$ cat config.mk
export PLATFORM = sky130hd
export DESIGN_NAME = pie_controller
export DESIGN_NICKNAME = d
export VERILOG_FILES = /design/src/pie_pkg.sv /design/src/pie_controller.sv /design/src/pie_line_pulse.sv /design/src/pie_winner.sv
export SDC_FILE = /design/constraint.sdc
export NUM_CORES = 1
export LEC_CHECK = 0
export ABC_CLOCK_PERIOD_IN_PS = 2300
export BUFFER_PORTS_ARGS = -buffer_cell sky130_fd_sc_hd__buf_4
export CORE_MARGIN = 1.5
export CORE_UTILIZATION = 51
export DETAILED_ROUTE_END_ITERATION = 10
export GPL_ROUTABILITY_DRIVEN = 0
export MAX_ROUTING_LAYER = met4
export PLACE_DENSITY_LB_ADDON = 0.12
export SETUP_SLACK_MARGIN = 0.1
export SYNTH_ARGS = -nofsm -noshare
export SYNTH_HDL_FRONTEND = slang
export SYNTH_HIERARCHICAL = 1
export SYNTH_SLANG_ARGS = --single-unit
$ cat constraint.sdc
create_clock -name CORE_CLK -period 2.3 [get_ports CORE_CLK]
set_input_delay 0.345 -clock CORE_CLK [delete_from_list [all_inputs] [get_ports CORE_CLK]]
set_output_delay 0.345 -clock CORE_CLK [all_outputs]
set_load 0.02 [all_outputs]
$ cat src/pie_pkg.sv
/*
  Shared constants and types for the peripheral interrupt expander: source indices,
  peripheral vectors, CPU vector addresses and the pulse length.
  Assumes a 16-bit CPU program address bus and 16-bit peripheral vectors.
*/
package pie_pkg;

  localparam int PIE_NUM_SRC = 20;
  localparam int PIE_NUM_LINES = 3;
  localparam int PIE_VEC_W = 16;
  localparam int PIE_LINE_PULSE_CYCLES = 2;

  // cpu vector addresses of the fixed entries and the three mapped lines
  localparam logic [15:0] PIE_RESET_VEC = 16'h0000;
  localparam logic [15:0] PIE_EMU_TRAP_VEC = 16'h0026;
  localparam logic [15:0] PIE_NMI_VEC = 16'h0024;
  localparam logic [15:0] PIE_LINE_FIRST_VEC = 16'h0002;
  localparam logic [15:0] PIE_LINE_SECOND_VEC = 16'h0004;
  localparam logic [15:0] PIE_LINE_THIRD_VEC = 16'h0006;
  localparam logic [15:0] PIE_PHANTOM_VEC = 16'h0000;
  localparam logic [15:0] PIE_VECTOR_RESET = 16'h0000;

  // bit positions: 0..15 are request word 0, 16..19 are request word 1 bits 0..3
  localparam int PIE_BIT_POWER_PROTECT = 0;
  localparam int PIE_BIT_CONVERTER = 1;
  localparam int PIE_BIT_EXT_A = 2;
  localparam int PIE_BIT_EXT_B = 3;
  localparam int PIE_BIT_SPI = 4;
  localparam int PIE_BIT_SCI_RX = 5;
  localparam int PIE_BIT_SCI_TX = 6;
  localparam int PIE_BIT_CAN_MBOX = 7;
  localparam int PIE_BIT_CAN_ERR = 8;
  localparam int PIE_BIT_CMP_A = 9;
  localparam int PIE_BIT_CMP_B = 10;
  localparam int PIE_BIT_CMP_C = 11;
  localparam int PIE_BIT_TA_PERIOD = 12;
  localparam int PIE_BIT_TA_COMPARE = 13;
  localparam int PIE_BIT_TA_UNDER = 14;
  localparam int PIE_BIT_TA_OVER = 15;
  localparam int PIE_BIT_TB_PERIOD = 16;
  localparam int PIE_BIT_TB_COMPARE = 17;
  localparam int PIE_BIT_TB_UNDER = 18;
  localparam int PIE_BIT_TB_OVER = 19;

  // line ranges over the flattened bit index; lower index is more urgent
  localparam int PIE_FIRST_LO = 0;
  localparam int PIE_FIRST_HI = 8;
  localparam int PIE_SECOND_LO = 9;
  localparam int PIE_SECOND_HI = 15;
  localparam int PIE_THIRD_LO = 16;
  localparam int PIE_THIRD_HI = 19;

  // overall priority of bit 0; bit n has priority PIE_PRIO_BASE + n
  localparam int PIE_PRIO_BASE = 4;

  localparam logic [15:0] PIE_PERIPH_VEC [PIE_NUM_SRC] = '{
    16'h0020, 16'h0004, 16'h0001, 16'h0011, 16'h0005, 16'h0006, 16'h0007, 16'h0040,
    16'h0041, 16'h0021, 16'h0022, 16'h0023, 16'h0027, 16'h0028, 16'h0029, 16'h002A,
    16'h002B, 16'h002C, 16'h002D, 16'h002E
  };

  typedef struct packed {
    logic power_protect_irq;
    logic converter_irq;
    logic ext_pin_irq_a;
    logic ext_pin_irq_b;
    logic spi_irq;
    logic sci_receive_irq;
    logic sci_transmit_irq;
    logic can_mailbox_irq;
    logic can_error_irq;
    logic compare_a_irq;
    logic compare_b_irq;
    logic compare_c_irq;
    logic timer_a_period_irq;
    logic timer_a_compare_irq;
    logic timer_a_underflow_irq;
    logic timer_a_overflow_irq;
    logic timer_b_period_irq;
    logic timer_b_compare_irq;
    logic timer_b_underflow_irq;
    logic timer_b_overflow_irq;
  } pie_src_type;

  typedef struct packed {
    logic valid;
    logic [15:0] address;
  } pie_ack_type;

endpackage

$ cat src/pie_controller.sv
/*
  Peripheral interrupt expander top: gathers the peripheral request levels, drives the gated
  request bits out unregistered, registers the acknowledge bit word, pulses three maskable CPU lines and loads the
  peripheral vector of the acknowledged source into the vector readback register.
  Assumes peripherals hold their request level until cleared by software or by the
  acknowledge strobe given back here, and the CPU presents its vector address with ack.
*/
// Functional notes
// reset and watchdog go to 0000h, emulator trap to 0026h, nmi to 0024h, none maskable.
// power protection is maskable, on line one (0002h), bit 0.0, vector 0020h, top rank.
// high-priority converter request is on line one, bit 0.1, vector 0004h, priority 5.
// external pin requests a and b are on line one at bits 0.2 and 0.3, vectors 0001h, 0011h.
// spi is bit 0.4 vector 0005h, then sci receive bit 0.5 vector 0006h, on line one.
// sci transmit bit 0.6 vector 0007h, can mailbox 0.7/0040h, can error 0.8/0041h, line one.
// line two (0004h) holds compares at 0.9-0.11 vectors 0021h-0023h, timer-a period 0.12/0027h.
// timer-a compare, underflow, overflow are bits 0.13-0.15 with vectors 0028h, 0029h, 002Ah.
// line three (0006h) holds timer-b period at 1.0/002Bh and timer-b compare at 1.1/002Ch.
// timer-b underflow is bit 1.2/002Dh and timer-b overflow is bit 1.3/002Eh on line three.
// each source has a fixed overall priority, 1 most urgent, lower number served first.
// each cpu line is an active-low two-cycle pulse started when a mapped request goes active.
// an acknowledge clears only the top pending request and re-pulses if others remain.
// on acknowledge the winner's peripheral vector is loaded into the vector register.
// an acknowledge with nothing pending on that line loads phantom vector 0000h.
// the acknowledged line is decoded from the vector address presented with the ack.
`timescale 1ns/10ps
module pie_controller
  import pie_pkg::*;
#(
  parameter int PULSE_CYCLES = PIE_LINE_PULSE_CYCLES
)
(
  input wire logic CORE_CLK,
  input wire logic RST_N,
  input wire pie_src_type PERIPH_REQ,
  input wire logic HP_CONVERTER,
  input wire logic HP_EXT_A,
  input wire logic HP_EXT_B,
  input wire logic HP_SPI,
  input wire logic HP_SCI_RX,
  input wire logic HP_SCI_TX,
  input wire logic HP_CAN_MBOX,
  input wire logic HP_CAN_ERR,
  input wire pie_ack_type CPU_ACK,
  output logic CPU_LINE_FIRST_N,
  output logic CPU_LINE_SECOND_N,
  output logic CPU_LINE_THIRD_N,
  output logic [PIE_NUM_SRC-1:0] PERIPHERAL_REQUEST_BITS,
  output logic [PIE_NUM_SRC-1:0] PERIPHERAL_ACK_BITS,
  output logic [PIE_VEC_W-1:0] VECTOR_READBACK_REG,
  output logic ACK_LINE_FIXED
);

  initial
  begin
    if (PIE_NUM_LINES != 3)
      $error("pie_controller: only three mapped lines are served");
    if (PIE_FIRST_LO != 0 || PIE_SECOND_LO != PIE_FIRST_HI + 1 || PIE_THIRD_LO != PIE_SECOND_HI + 1)
      $error("pie_controller: line ranges must be contiguous");
    if (PIE_THIRD_HI != PIE_NUM_SRC - 1)
      $error("pie_controller: line ranges must cover every source");
    if ($bits(pie_src_type) != PIE_NUM_SRC)
      $error("pie_controller: request struct width differs from source count");
    if (PIE_VEC_W != 16)
      $error("pie_controller: vector table entries are 16 bits");
    if (PULSE_CYCLES < 1 || PULSE_CYCLES > 15)
      $error("pie_controller: PULSE_CYCLES out of range");
  end

  // reset release through two flops
  // every flop behind these two leaves reset on the same edge, whatever the phase of the pin's release
  logic rst_sync1_reg;
  logic rst_sync2_reg;

  always_ff @(posedge CORE_CLK or negedge RST_N)
  begin
    if (!RST_N)
    begin
      rst_sync1_reg <= 1'b0;
      rst_sync2_reg <= 1'b0;
    end
    else
    begin
      rst_sync1_reg <= 1'b1;
      rst_sync2_reg <= rst_sync1_reg;
    end
  end

  logic rst_n;
  assign rst_n = rst_sync2_reg;

  function automatic logic [1:0] pie_decode_line(input logic [15:0] addr);
    logic [1:0] line;
    line = 2'h3;
    unique case (addr)
      PIE_LINE_FIRST_VEC: line = 2'h0;
      PIE_LINE_SECOND_VEC: line = 2'h1;
      PIE_LINE_THIRD_VEC: line = 2'h2;
      default: line = 2'h3;
    endcase
    return line;
  endfunction

  // fixed, unmaskable entries are handled by the core; flag them for observation
  function automatic logic pie_is_fixed(input logic [15:0] addr);
    return (addr == PIE_RESET_VEC) || (addr == PIE_EMU_TRAP_VEC) || (addr == PIE_NMI_VEC);
  endfunction

  // true when any bit of the slice [lo, hi] is set
  function automatic logic pie_any_in(input logic [PIE_NUM_SRC-1:0] bits, input int lo,
    input int hi);
    logic found;
    found = 1'b0;
    for (int i = 0; i < PIE_NUM_SRC; i++)
      if (i >= lo && i <= hi)
        found = found | bits[i];
    return found;
  endfunction

  // the bit layout follows the struct, msb first, so reverse into index order
  logic [PIE_NUM_SRC-1:0] raw_req;
  logic [PIE_NUM_SRC-1:0] hp_gate;

  always_comb
  begin
    for (int i = 0; i < PIE_NUM_SRC; i++)
      raw_req[i] = PERIPH_REQ[PIE_NUM_SRC-1-i];
    hp_gate = '1;
    // low-priority-mode requests belong to lines not served here
    hp_gate[PIE_BIT_CONVERTER] = HP_CONVERTER;
    hp_gate[PIE_BIT_EXT_A] = HP_EXT_A;
    hp_gate[PIE_BIT_EXT_B] = HP_EXT_B;
    hp_gate[PIE_BIT_SPI] = HP_SPI;
    hp_gate[PIE_BIT_SCI_RX] = HP_SCI_RX;
    hp_gate[PIE_BIT_SCI_TX] = HP_SCI_TX;
    hp_gate[PIE_BIT_CAN_MBOX] = HP_CAN_MBOX;
    hp_gate[PIE_BIT_CAN_ERR] = HP_CAN_ERR;
  end

  logic [PIE_NUM_SRC-1:0] req_live;
  assign req_live = raw_req & hp_gate;

  logic any_first;
  logic any_second;
  logic any_third;
  logic [4:0] win_first;
  logic [4:0] win_second;
  logic [4:0] win_third;

  pie_winner #(.LO(PIE_FIRST_LO), .HI(PIE_FIRST_HI)) u_win_first
  (
    .req(req_live),
    .any(any_first),
    .index(win_first)
  );

  pie_winner #(.LO(PIE_SECOND_LO), .HI(PIE_SECOND_HI)) u_win_second
  (
    .req(req_live),
    .any(any_second),
    .index(win_second)
  );

  pie_winner #(.LO(PIE_THIRD_LO), .HI(PIE_THIRD_HI)) u_win_third
  (
    .req(req_live),
    .any(any_third),
    .index(win_third)
  );

  // a request joining a line that is already pending must still pulse, so each bit is
  // edge-detected instead of the or of the line
  logic [PIE_NUM_SRC-1:0] req_prev_reg;
  logic [PIE_NUM_SRC-1:0] req_prev_next;
  logic [PIE_NUM_SRC-1:0] req_rise;
  logic [2:0] fresh_line;

  always_comb
  begin
    req_prev_next = req_live;
    req_rise = req_live & ~req_prev_reg;
    fresh_line[0] = pie_any_in(req_rise, PIE_FIRST_LO, PIE_FIRST_HI);
    fresh_line[1] = pie_any_in(req_rise, PIE_SECOND_LO, PIE_SECOND_HI);
    fresh_line[2] = pie_any_in(req_rise, PIE_THIRD_LO, PIE_THIRD_HI);
  end

  always_ff @(posedge CORE_CLK or negedge rst_n)
  begin
    if (!rst_n)
      req_prev_reg <= '0;
    else
      req_prev_reg <= req_prev_next;
  end

  // acknowledge decode and vector load
  logic [PIE_VEC_W-1:0] vector_reg;
  logic [PIE_VEC_W-1:0] vector_next;
  logic [PIE_NUM_SRC-1:0] ack_bits_reg;
  logic [PIE_NUM_SRC-1:0] ack_bits_next;
  logic fixed_reg;
  logic fixed_next;
  logic [2:0] line_ack;

  always_comb
  begin
    logic [1:0] line;
    logic hit;
    logic [4:0] idx;
    line = pie_decode_line(CPU_ACK.address);
    hit = 1'b0;
    idx = 5'h00;
    vector_next = vector_reg;
    ack_bits_next = '0;
    line_ack = 3'b000;
    fixed_next = CPU_ACK.valid && pie_is_fixed(CPU_ACK.address);
    if (CPU_ACK.valid)
    begin
      unique case (line)
        2'h0:
        begin
          hit = any_first;
          idx = win_first;
          line_ack = 3'b001;
        end
        2'h1:
        begin
          hit = any_second;
          idx = win_second;
          line_ack = 3'b010;
        end
        2'h2:
        begin
          hit = any_third;
          idx = win_third;
          line_ack = 3'b100;
        end
        default:
        begin
          hit = 1'b0;
          idx = 5'h00;
          line_ack = 3'b000;
        end
      endcase
      if (line != 2'h3)
      begin
        if (hit)
        begin
          vector_next = PIE_PERIPH_VEC[idx];
          ack_bits_next[idx] = 1'b1;
        end
        else
          vector_next = PIE_PHANTOM_VEC;
      end
    end
  end

  always_ff @(posedge CORE_CLK or negedge rst_n)
  begin
    if (!rst_n)
    begin
      vector_reg <= PIE_VECTOR_RESET;
      ack_bits_reg <= '0;
      fixed_reg <= 1'b0;
    end
    else
    begin
      vector_reg <= vector_next;
      ack_bits_reg <= ack_bits_next;
      fixed_reg <= fixed_next;
    end
  end

  pie_line_pulse #(.PULSE_CYCLES(PULSE_CYCLES)) u_pulse_first
  (
    .clk(CORE_CLK),
    .rst_n(rst_n),
    .pending(any_first),
    .fresh(fresh_line[0]),
    .ack(line_ack[0]),
    .line_n(CPU_LINE_FIRST_N)
  );

  pie_line_pulse #(.PULSE_CYCLES(PULSE_CYCLES)) u_pulse_second
  (
    .clk(CORE_CLK),
    .rst_n(rst_n),
    .pending(any_second),
    .fresh(fresh_line[1]),
    .ack(line_ack[1]),
    .line_n(CPU_LINE_SECOND_N)
  );

  pie_line_pulse #(.PULSE_CYCLES(PULSE_CYCLES)) u_pulse_third
  (
    .clk(CORE_CLK),
    .rst_n(rst_n),
    .pending(any_third),
    .fresh(fresh_line[2]),
    .ack(line_ack[2]),
    .line_n(CPU_LINE_THIRD_N)
  );

  assign PERIPHERAL_REQUEST_BITS = req_live;
  assign PERIPHERAL_ACK_BITS = ack_bits_reg;
  assign VECTOR_READBACK_REG = vector_reg;
  assign ACK_LINE_FIXED = fixed_reg;

endmodule

$ cat src/pie_line_pulse.sv
/*
  One CPU line pulser: emits an active-low request of a fixed number of cycles when
  any request of the line rises, or re-fires after an acknowledge while still pending.
  Assumes pending and ack are synchronous to clk.
*/
`timescale 1ns/10ps
module pie_line_pulse
  import pie_pkg::*;
#(
  parameter int PULSE_CYCLES = PIE_LINE_PULSE_CYCLES
)
(
  input wire logic clk,
  input wire logic rst_n,
  input wire logic pending,
  input wire logic fresh,
  input wire logic ack,
  output logic line_n
);

  initial
  begin
    if (PULSE_CYCLES < 1 || PULSE_CYCLES > 15)
      $error("pie_line_pulse: PULSE_CYCLES out of range");
  end

  logic [3:0] count_reg;
  logic [3:0] count_next;
  logic ack_seen_reg;
  logic ack_seen_next;

  always_comb
  begin
    count_next = count_reg;
    ack_seen_next = ack;
    if (count_reg != 4'h0)
      count_next = count_reg - 4'h1;
    else if (fresh || (ack_seen_reg && pending))
      count_next = 4'(PULSE_CYCLES);
  end

  always_ff @(posedge clk or negedge rst_n)
  begin
    if (!rst_n)
    begin
      count_reg <= 4'h0;
      ack_seen_reg <= 1'b0;
    end
    else
    begin
      count_reg <= count_next;
      ack_seen_reg <= ack_seen_next;
    end
  end

  assign line_n = (count_reg == 4'h0);

endmodule

$ cat src/pie_winner.sv
/*
  Fixed-priority picker over one line's slice of the request bits: returns the
  lowest set index inside [LO, HI] and whether any bit there is set.
  Assumes LO <= HI < PIE_NUM_SRC.
*/
`timescale 1ns/10ps
module pie_winner
  import pie_pkg::*;
#(
  parameter int LO = 0,
  parameter int HI = 0
)
(
  input wire logic [PIE_NUM_SRC-1:0] req,
  output logic any,
  output logic [4:0] index
);

  initial
  begin
    if (LO > HI || HI >= PIE_NUM_SRC)
      $error("pie_winner: bad range");
  end

  always_comb
  begin
    any = 1'b0;
    index = 5'h00;
    for (int i = HI; i >= LO; i--)
    begin
      if (req[i])
      begin
        any = 1'b1;
        index = 5'(i);
      end
    end
  end

endmodule

==> impl_metrics.toml, run 1 <==
[routing]
drc = 0
drtIter0Drc = 149
drtPass1Iterations = 4
drt-vias-per-instance = 5.06
wire_per_inst_um = 13.6
dr_total_vias = 2662
antenna_left = 0
detail_route.wirelength_um = 7150

[yosys]
synth-async-reset-ratio_pct = 100
synth-main-ff-cell = "dfrtp_1"
synthCells = 326
ys_seq_area_share_pct = 48.0
ys_seq_elements = 65
synth_top_family_by_area = "simple AND/OR/NAND/NOR gates"
synth_edf_count = 0
ys_warn_count = 6
syn_avg_cell_area_sq_um = 10.4
synth_mux_area_share_pct = 3.32
synth_compound_area_share_pct = 12.4
synth_fa_ha_area_share_pct = 3.32
syn_area_sq_mm = 0.00339
synth_xor_area_share_pct = 0
synth_cell_types = 58
synthSimpleGateAreaFrac_pct = 21.6

[final_layout]
drive_gt1_share_pct = 43.2
num_antenna_cells = 0
syn2layout_area_growth_pct = 34.1
final_net_count = 500
fin_cells = 526
fin_area_sq_mm = 0.00455

[hold_path]
min-delay-start = "PERIPH_REQ[1]"
hold_depth = 1
hold_path_class = "input port to flop"
min_to = "req_prev_reg[18]"

[sta]
final.setup.tns_ns = 0
fmax_mhz = 474
fin_crit_sh_pct = 91.7
slew-limit-headroom_pct = 49.0
skew_ns = 0.0117
finalSetupViolations = 0
hold_viol_final = 0
drv_slew = 0
rsz0062_at_grt = "no"
fin_crit_ns = 2.11
tightest_slew_ns = 0.766

[setup_path]
critPathLaunchType = "input port"
crit_path_end_kind = "flop"
cp_slowest_cell = "o41ai_2"
timing.rr.start = "req_prev_reg[8]"
cp_cell_sequence = "buf_4, and2_4, o41ai_2, mux2_4, a22oi_1, or2_1, buf_6, ha_4, nor2_1, o2bb2ai_1, a41oi_1, o21ai_1"
cpPeakStageDelay_ns = 0.33
path_class = "input port to flop"
required_ns = 2.53
path_max_fanout = 7
r2r-end = "u_pulse_first/count_reg[1]"
r2r_setup_slack_ns = 0.83
reg2regPathDepth = 6
worstPathArrival_ns = 2.34

[die]
die-area_sq_mm = 0.00714
rows = 29
die_w_um = 84.5
die_y_um = 84.5
io_pins = 107
placeableCoreArea_sq_mm = 0.00639
start_util_pct = 53.1

[placed_design]
place_hpwl_um = 5440
place_area_sq_mm = 0.00433
portBuffers = 97
dp.cells = 509

[clock_network]
cts_made_buffers = 9
clkTransAtPathRegs_ns = 0.07
cts_tree = "built"
ctsHtreeMaxLevel = 3
clock_latency_ns = 0.34
clock-root-buffer = "clkbuf_8"
cts_setup_buffers = 0
clock_path_buffers = 2
cts.sinks = 65

[global_routing]
busiest_layer = "met2"
grt_util_all_layers_pct = 21.6
grt_first_pass_wirelength_um = 11700
gr-total-overflow = 0
grt_max_degree = 64
met3_usage_pct = 5.80
antenna_found_initial = 0
grt_pass1_vias = 2605
gr-usage-met1_pct = 26.1
grt_util_met2_pct = 35.6

[run]
cap_violations = 0

[power]
irDropWorstVdd_v = 0.000539
cellPowerDensity_mw_per_mm2 = 675
power.leakage_nw = 2.37

[status]
status = "finished, final reports clean"
## power breakdown
group | switching (mW) | internal [mW]
Clock | 0.435 | 0.526
Sequential | 0.0959 | 1.27
Combinational | 0.398 | 0.348
Total | 0.928 | 2.14
## cell usage after synthesis, types with 2 or more instances
cell type,number,share of area (%)
a211oi_1,2,0.44
a21o_1,7,1.6
a21oi_1,18,2.7
a21oi_2,2,0.52
a22o_1,4,1.0
a22oi_1,3,0.66
and2_1,7,1.3
and3_1,6,1.1
buf_2,2,0.30
buf_4,27,6.0
conb_1,5,0.55
dfrtp_1,65,48
ha_1,9,3.3
inv_1,35,3.9
mux2_2,6,2.0
mux2i_1,3,0.89
nand2_1,20,2.2
nand2_2,3,0.55
nand2b_1,3,0.55
nand3_1,3,0.44
nor2_1,20,2.2
nor2b_1,8,1.5
nor3_1,4,0.59
nor3_2,5,1.5
nor3b_1,2,0.44
nor3b_4,3,1.7
nor4_1,2,0.37
nor4_2,3,1.1
nor4_4,3,1.9
o21ai_0,8,1.2
o21ai_1,2,0.30
o221ai_1,3,0.78
o22ai_1,4,0.74
or3_1,5,0.92
## through the flow
step | power (mW) | setup WS (ns) | util (%) | hold WS (ns)
2_1_floorplan | 1.89 | 0.0683 | - | 0.0494
3_3_place_gp | 2.09 | -0.116 | 67.8 | 0.127
3_5_place_dp | 2.13 | -0.173 | 67.8 | 0.129
4_1_cts | 3.10 | 0.186 | 71.1 | 0.141
5_1_grt | 3.25 | 0.115 | 71.2 | 0.135
6_report | 3.07 | 0.190 | 71.2 | 0.151
## how the worst max path moves through the flow
| stage | start | endpoint | depth (start not counted) |
|---|---|---|---|
| after floorplan | HP_EXT_A | VECTOR_READBACK_REG[0] | 10 |
| after global placement | HP_EXT_A | VECTOR_READBACK_REG[0] | 11 |
| after detailed placement | PERIPH_REQ[13] | VECTOR_READBACK_REG[0] | 13 |
| after CTS | PERIPH_REQ[13] | VECTOR_READBACK_REG[0] | 13 |
| after global routing | PERIPH_REQ[14] | VECTOR_READBACK_REG[1] | 14 |
| final | HP_EXT_A | VECTOR_READBACK_REG[1] | 12 |
## per-layer routing
layer	wire length (um)	up-vias	part of all wire, %
met4	51	0	0.71
met5	0	-	0
met1	3080	1278	43
met2	3650	74	51
li1	-	1306	-
met3	366	4	5.1
## layout by cell type, fill, tap and decap left out, drive strengths merged, types with 2 or more instances in the layout
cell      count
a21o          7
mux2i         3
a22oi         3
nor3b         5
a211oi        2
nor3          9
and2          7
nor2         21
o22ai         4
buf         129
dfrtp        65
o221ai        3
clkbuf       11
nor4          8
nand2        24
mux2          7
a22o          4
inv          35
conb         14
and3          6
nand4         2
o21ai        10
nand3         3
nand2b        4
ha            9
nor2b         9
clkinv        2
a21oi        20
or3           6
clkinvlp      2
## kinds of logic after synthesis
family / Yosys count
adder cells (fa/ha/maj): 9
flip-flops: 65
AND/OR/NAND/NOR: 107
AO/OA/AOI/OAI: 63
multiplexers: 10
other: 5
buffers and inverters: 67
## worst max-delay path: cells and delay by family
family                     cells  cell delay [ns]
AOI/OAI and AO/OA              5             0.81
and+or+nand+nor                3             0.48
adders and majority gates      1             0.27
buffers and inverters          2             0.26
muxes                          1             0.19
## repair_timing
item,in CTS,in global routing
endpoints found under the setup margin,0,3
hold endpoints to repair,2,0
gates resized for setup,0,4
hold buffers,1,0
## cell type report
cell class	count	area [sq um]
Multi-Input combinational cell	203	1510
Clock inverter	5	55.1
Inverter	35	136
Clock buffer	11	141
Fill cell	525	1840
Timing Repair Buffer	130	982
Tap cell	77	96.3
Sequential cell	65	1630
Note: power is estimated with default switching activity, not from simulation.
==> run 2: changes to the inputs <==
- BUFFER_PORTS_ARGS: -buffer_cell sky130_fd_sc_hd__buf_4 -> default
- CORE_UTILIZATION: 51 -> 40
- DONT_BUFFER_PORTS: default -> 1
==> run 2 against run 1 <==
Compared with the run above: non-clock buffer count shrank 90; register-to-register slack lost 0.03 ns; critical path depth shrank 2; clock power grew 11%; die area grew 26%; sequential cell count is the same; clock skew shrank 0.0062 ns; power shrank 2.2%; critical endpoint is now VECTOR_READBACK_REG[0]; highest routed layer unchanged.
==> impl_metrics.toml, run 2 (same netlist as run 1, synthesis figures left out) <==
[die]
start_util_pct = 41.3
io_pins = 107
die_w_um = 95.1
die-area_sq_mm = 0.00903
die_y_um = 95.1
rows = 33
placeableCoreArea_sq_mm = 0.00822

[clock_network]
ctsHtreeMaxLevel = 3
clkTransAtPathRegs_ns = 0.07
cts.sinks = 65
cts_made_buffers = 9
clock_path_buffers = 2
clock-root-buffer = "clkbuf_8"
clock_latency_ns = 0.34
cts-resized-gates = 0
cts_tree = "built"

[setup_path]
path_buf_inv = 1
critical-path-top-delay-family = "compound AO/OA/AOI/OAI gates"
setup.worst_path.start = "HP_EXT_A"
critPathLaunchType = "input port"
cp_cell_sequence = "and2_4, o41ai_2, mux2_4, a22oi_1, or2_0, buf_12, ha_4, mux2_4, a311oi_1, a21o_1"
timing.rr.start = "req_prev_reg[6]"
path_max_fanout = 8
cp_slowest_cell = "o41ai_2"
path_class = "input port to flop"
worstPathArrival_ns = 2.29
crit_top_cell = "mux2_4"
crit_path_end_kind = "flop"
r2r_setup_slack_ns = 0.80
required_ns = 2.58
cpPeakStageDelay_ns = 0.33

[sta]
skew_ns = 0.00551
fin_crit_sh_pct = 87.3
fin_crit_ns = 2.01
tightest_slew_ns = 0.648
slew-limit-headroom_pct = 56.8
fmax_mhz = 498
holdWs_ns = 0.0293
drv_slew = 0
finalSetupViolations = 0
hold_viol_final = 0
rsz0062_at_grt = "no"

[placed_design]
dp.cells = 443
portBuffers = 0
place_hpwl_um = 5080

[routing]
wire_per_inst_um = 14.5
drc = 0
drtIter0Drc = 45
drt-vias-per-instance = 4.97
antenna_left = 0
drtPass1Iterations = 4
dr_total_vias = 2305
detail_route.wirelength_um = 6740

[final_layout]
fill_cells = 763
final_net_count = 410
final_cell_mix = "64 x dfrtp_1, 33 x buf_4, 29 x inv_1"
layout_commonest_cell = "dfrtp_1"
seq_area_sq_mm = 0.00163
num_antenna_cells = 0
drive_gt1_share_pct = 27.9
fin_cells = 464
multiInputGateArea_sq_mm = 0.00150
syn2layout_area_growth_pct = 16.7

[status]
status = "finished, final reports clean"

[global_routing]
grt_pass1_vias = 2352
grt_max_degree = 36
grt_first_pass_wirelength_um = 11300
antenna_found_initial = 0
gr-total-overflow = 0
grt_util_all_layers_pct = 17.1

[power]
power.leakage_nw = 1.94
cellPowerDensity_mw_per_mm2 = 759
irDropWorstVdd_v = 0.000368
power_mw = 3.00

[hold_path]
hold_path_class = "input port to flop"
min-delay-start = "PERIPH_REQ[7]"

[run]
cap_violations = 0
## run 2: repair_timing
action,CTS,global route
hold buffers,1,4
buffers inserted,0,0
endpoints found under the hold margin,2,4
## run 2: final cells by class
| class | instances | area share, % |
|---|---|---|
| repair buffers | 40 | 8.54 |
| inverters | 35 | 3.45 |
| flip-flops and latches | 65 | 41.1 |
| well taps | 105 | 3.32 |
| clock buffers | 9 | 3.13 |
| clock inverters | 7 | 2.40 |
| multi-input cells | 203 | 38.0 |
## run 2: metrics by stage
step	setup slack (ns)	setup TNS, ns	util [%]	cell area, sq um
4_1_cts	0.297	0	47.7	3920
6_report	0.293	0	48.1	3960
3_3_place_gp	-0.0522	-0.125	44.9	3690
3_5_place_dp	-0.0665	-0.204	44.9	3690
2_1_floorplan	0.0683	0	-	3510
5_1_grt	0.174	0	48.1	3960
## run 2: layer usage
metal	up-vias	share of wire, %	GRT usage (%)
met3	9	5.4	5.50
met2	69	46	26.2
li1	1132	-	-
met5	-	0	-
met1	1095	47	21.2
met4	0	1.4	6.22
## run 2: where the power goes
| group | internal, mW | total, mW | switching, mW |
|---|---|---|---|
| combinational | 0.256 | 0.567 | 0.311 |
| clock | 0.610 | 1.07 | 0.458 |
| sequential | 1.27 | 1.37 | 0.102 |
## run 2: final timing paths
path                                                     to  depth (start not counted)
worst max-delay path                 VECTOR_READBACK_REG[0]                         10
min in group asynchronous                             rst_n                          1
worst max register to register   u_pulse_first/count_reg[1]                          6
worst min register to register               ACK_LINE_FIXED                          0
max in group asynchronous       u_pulse_second/count_reg[2]                          1
worst min-delay path                       req_prev_reg[12]                          0
==> run 3: changes to the inputs <==
- MAX_ROUTING_LAYER: met4 -> default
==> run 3 against run 2 <==
Compared with the run above: non-clock buffer count grew 4; power grew 0.27%; register-to-register slack is essentially flat; combinational power grew 1%; count of clock-buffer cells in the layout is the same; sequential share of layout area shrank 0.41 points; sequential power is essentially flat; sequential cell count is the same; clock skew is essentially flat.
==> impl_metrics.toml, run 3 (same netlist as run 1, synthesis figures left out) <==
[sta]
setup_slack_ns = 0.297
fin_crit_sh_pct = 87.1
hold_viol_final = 0
tightest_slew_ns = 0.649
fmax_mhz = 499
skew_ns = 0.00566
finalSetupViolations = 0
holdWs_ns = 0.0287
drv_slew = 0
fin_crit_ns = 2.00
slew-limit-headroom_pct = 56.7
rsz0062_at_grt = "no"

[routing]
dr_total_vias = 2327
detail_route.wirelength_um = 6770
antenna_left = 0
drt-vias-per-instance = 4.97
wire_per_inst_um = 14.5
drtIter0Drc = 70
drtPass1Iterations = 4
drc = 0

[power]
comb_power_share_pct = 19.1
seq_power_share_pct = 45.4
cellPowerDensity_mw_per_mm2 = 753
irDropWorstVdd_v = 0.000368
p_int_mw = 2.14
power.leakage_nw = 1.96
switching_share_pct = 29.1
p_sw_uw = 875
p_clk_share_pct = 35.5

[clock_network]
clock_path_buffers = 2
clock-root-buffer = "clkbuf_8"
clkTransAtPathRegs_ns = 0.07
ctsHtreeMaxLevel = 3
cts_setup_buffers = 0
cts.sinks = 65
cts_made_buffers = 9
clock_latency_ns = 0.34
cts_tree = "built"

[die]
placeableCoreArea_sq_mm = 0.00822
die_w_um = 95.1
rows = 33
die-area_sq_mm = 0.00903
die_y_um = 95.1
start_util_pct = 41.3
io_pins = 107

[setup_path]
path_class = "input port to flop"
crit_path_end_kind = "flop"
critPathLaunchType = "input port"
path_max_fanout = 8
required_ns = 2.58
worstPathArrival_ns = 2.29

[final_layout]
final_cell_mix = "64 x dfrtp_1, 33 x buf_4, 29 x inv_1"
final_net_count = 414
drive_gt1_share_pct = 27.5
fill_cells = 759
num_antenna_cells = 0
layout_commonest_cell = "dfrtp_1"
fin_util_pct = 48.6
syn2layout_area_growth_pct = 17.9

[global_routing]
grt_pass1_vias = 2349
antenna_found_initial = 0
grt_util_all_layers_pct = 16.7
grt_max_degree = 36
grt_first_pass_wirelength_um = 11300
gr-total-overflow = 0

[hold_path]
hold_path_class = "input port to flop"

[placed_design]
portBuffers = 0
place_hpwl_um = 5080
dpl_worst_slack_ns = -0.0665

[run]
cap_violations = 0

[status]
status = "finished, final reports clean"
[run 3: changes by cell type in the layout (fill, tap and decap cells not counted)]
cell           change
dlygate4sd3_1      +4
[run 3: layer usage]
metal	GRT usage, %	wire (um)
met5	0	0
met1	20.7	3120
met2	26.3	3180
met4	6.09	94
met3	6.46	377
[run 3: critical path, cell delays in order]
cell and delay [ns]:
and2_4 0.16, o41ai_2 0.33, mux2_4 0.20, a22oi_1 0.07
or2_0 0.29, buf_12 0.17, ha_4 0.14, mux2_4 0.25
a311oi_1 0.22, a21o_1 0.11
[run 3: area by class of cell]
class | instances | area [sq um] | share of cell area, %
multi-input combinational | 203 | 1500 | 37.6
inverter | 35 | 136 | 3.41
sequential | 65 | 1630 | 40.7
clock inverter | 7 | 95.1 | 2.38
clock buffer | 9 | 124 | 3.10
tap | 105 | 131 | 3.29
timing repair buffer | 44 | 378 | 9.46
[run 3: worst paths after layout]
path / slack (ns) / start / cells past startpoint / end
setup reg to reg: 0.79 / req_prev_reg[6] / 6 / u_pulse_first/count_reg[1]
hold reg to reg: 0.30 / rst_n / 0 / ACK_LINE_FIXED
max in group asynchronous: 1.39 / rst_n / 1 / u_pulse_second/count_reg[2]
min in group asynchronous: 0.23 / RST_N / 1 / rst_n
setup / recovery: 0.30 / HP_EXT_A / 10 / VECTOR_READBACK_REG[0]
hold / removal: 0.03 / PERIPH_REQ[10] / 0 / req_prev_reg[9]
[run 3: stage by stage]
step	power [mW]	TNS (ns)	std cells	area, sq um
6_report	3.01	0	468	4000
5_1_grt	3.21	0	468	4000
4_1_cts	3.04	0	460	3920
3_5_place_dp	1.96	-0.204	443	3690
3_3_place_gp	1.94	-0.125	443	3690
2_1_floorplan	1.89	0	335	3510
[run 3: power by group through the flow]
| stage | clock [mW] | combinational [mW] | sequential [mW] |
|---|---|---|---|
| 6_report | 1.07 | 0.574 | 1.37 |
| 5_1_grt | 1.16 | 0.663 | 1.39 |
| 4_1_cts | 1.10 | 0.569 | 1.37 |
| 3_5_place_dp | 0 | 0.566 | 1.39 |
| 3_3_place_gp | 0 | 0.547 | 1.39 |
| 2_1_floorplan | 0 | 0.515 | 1.38 |
[run 3: what timing repair did]
action,4_1_cts,5_1_grt
resized for setup,0,0
endpoints found under the hold margin,2,8
hold buffers,1,8
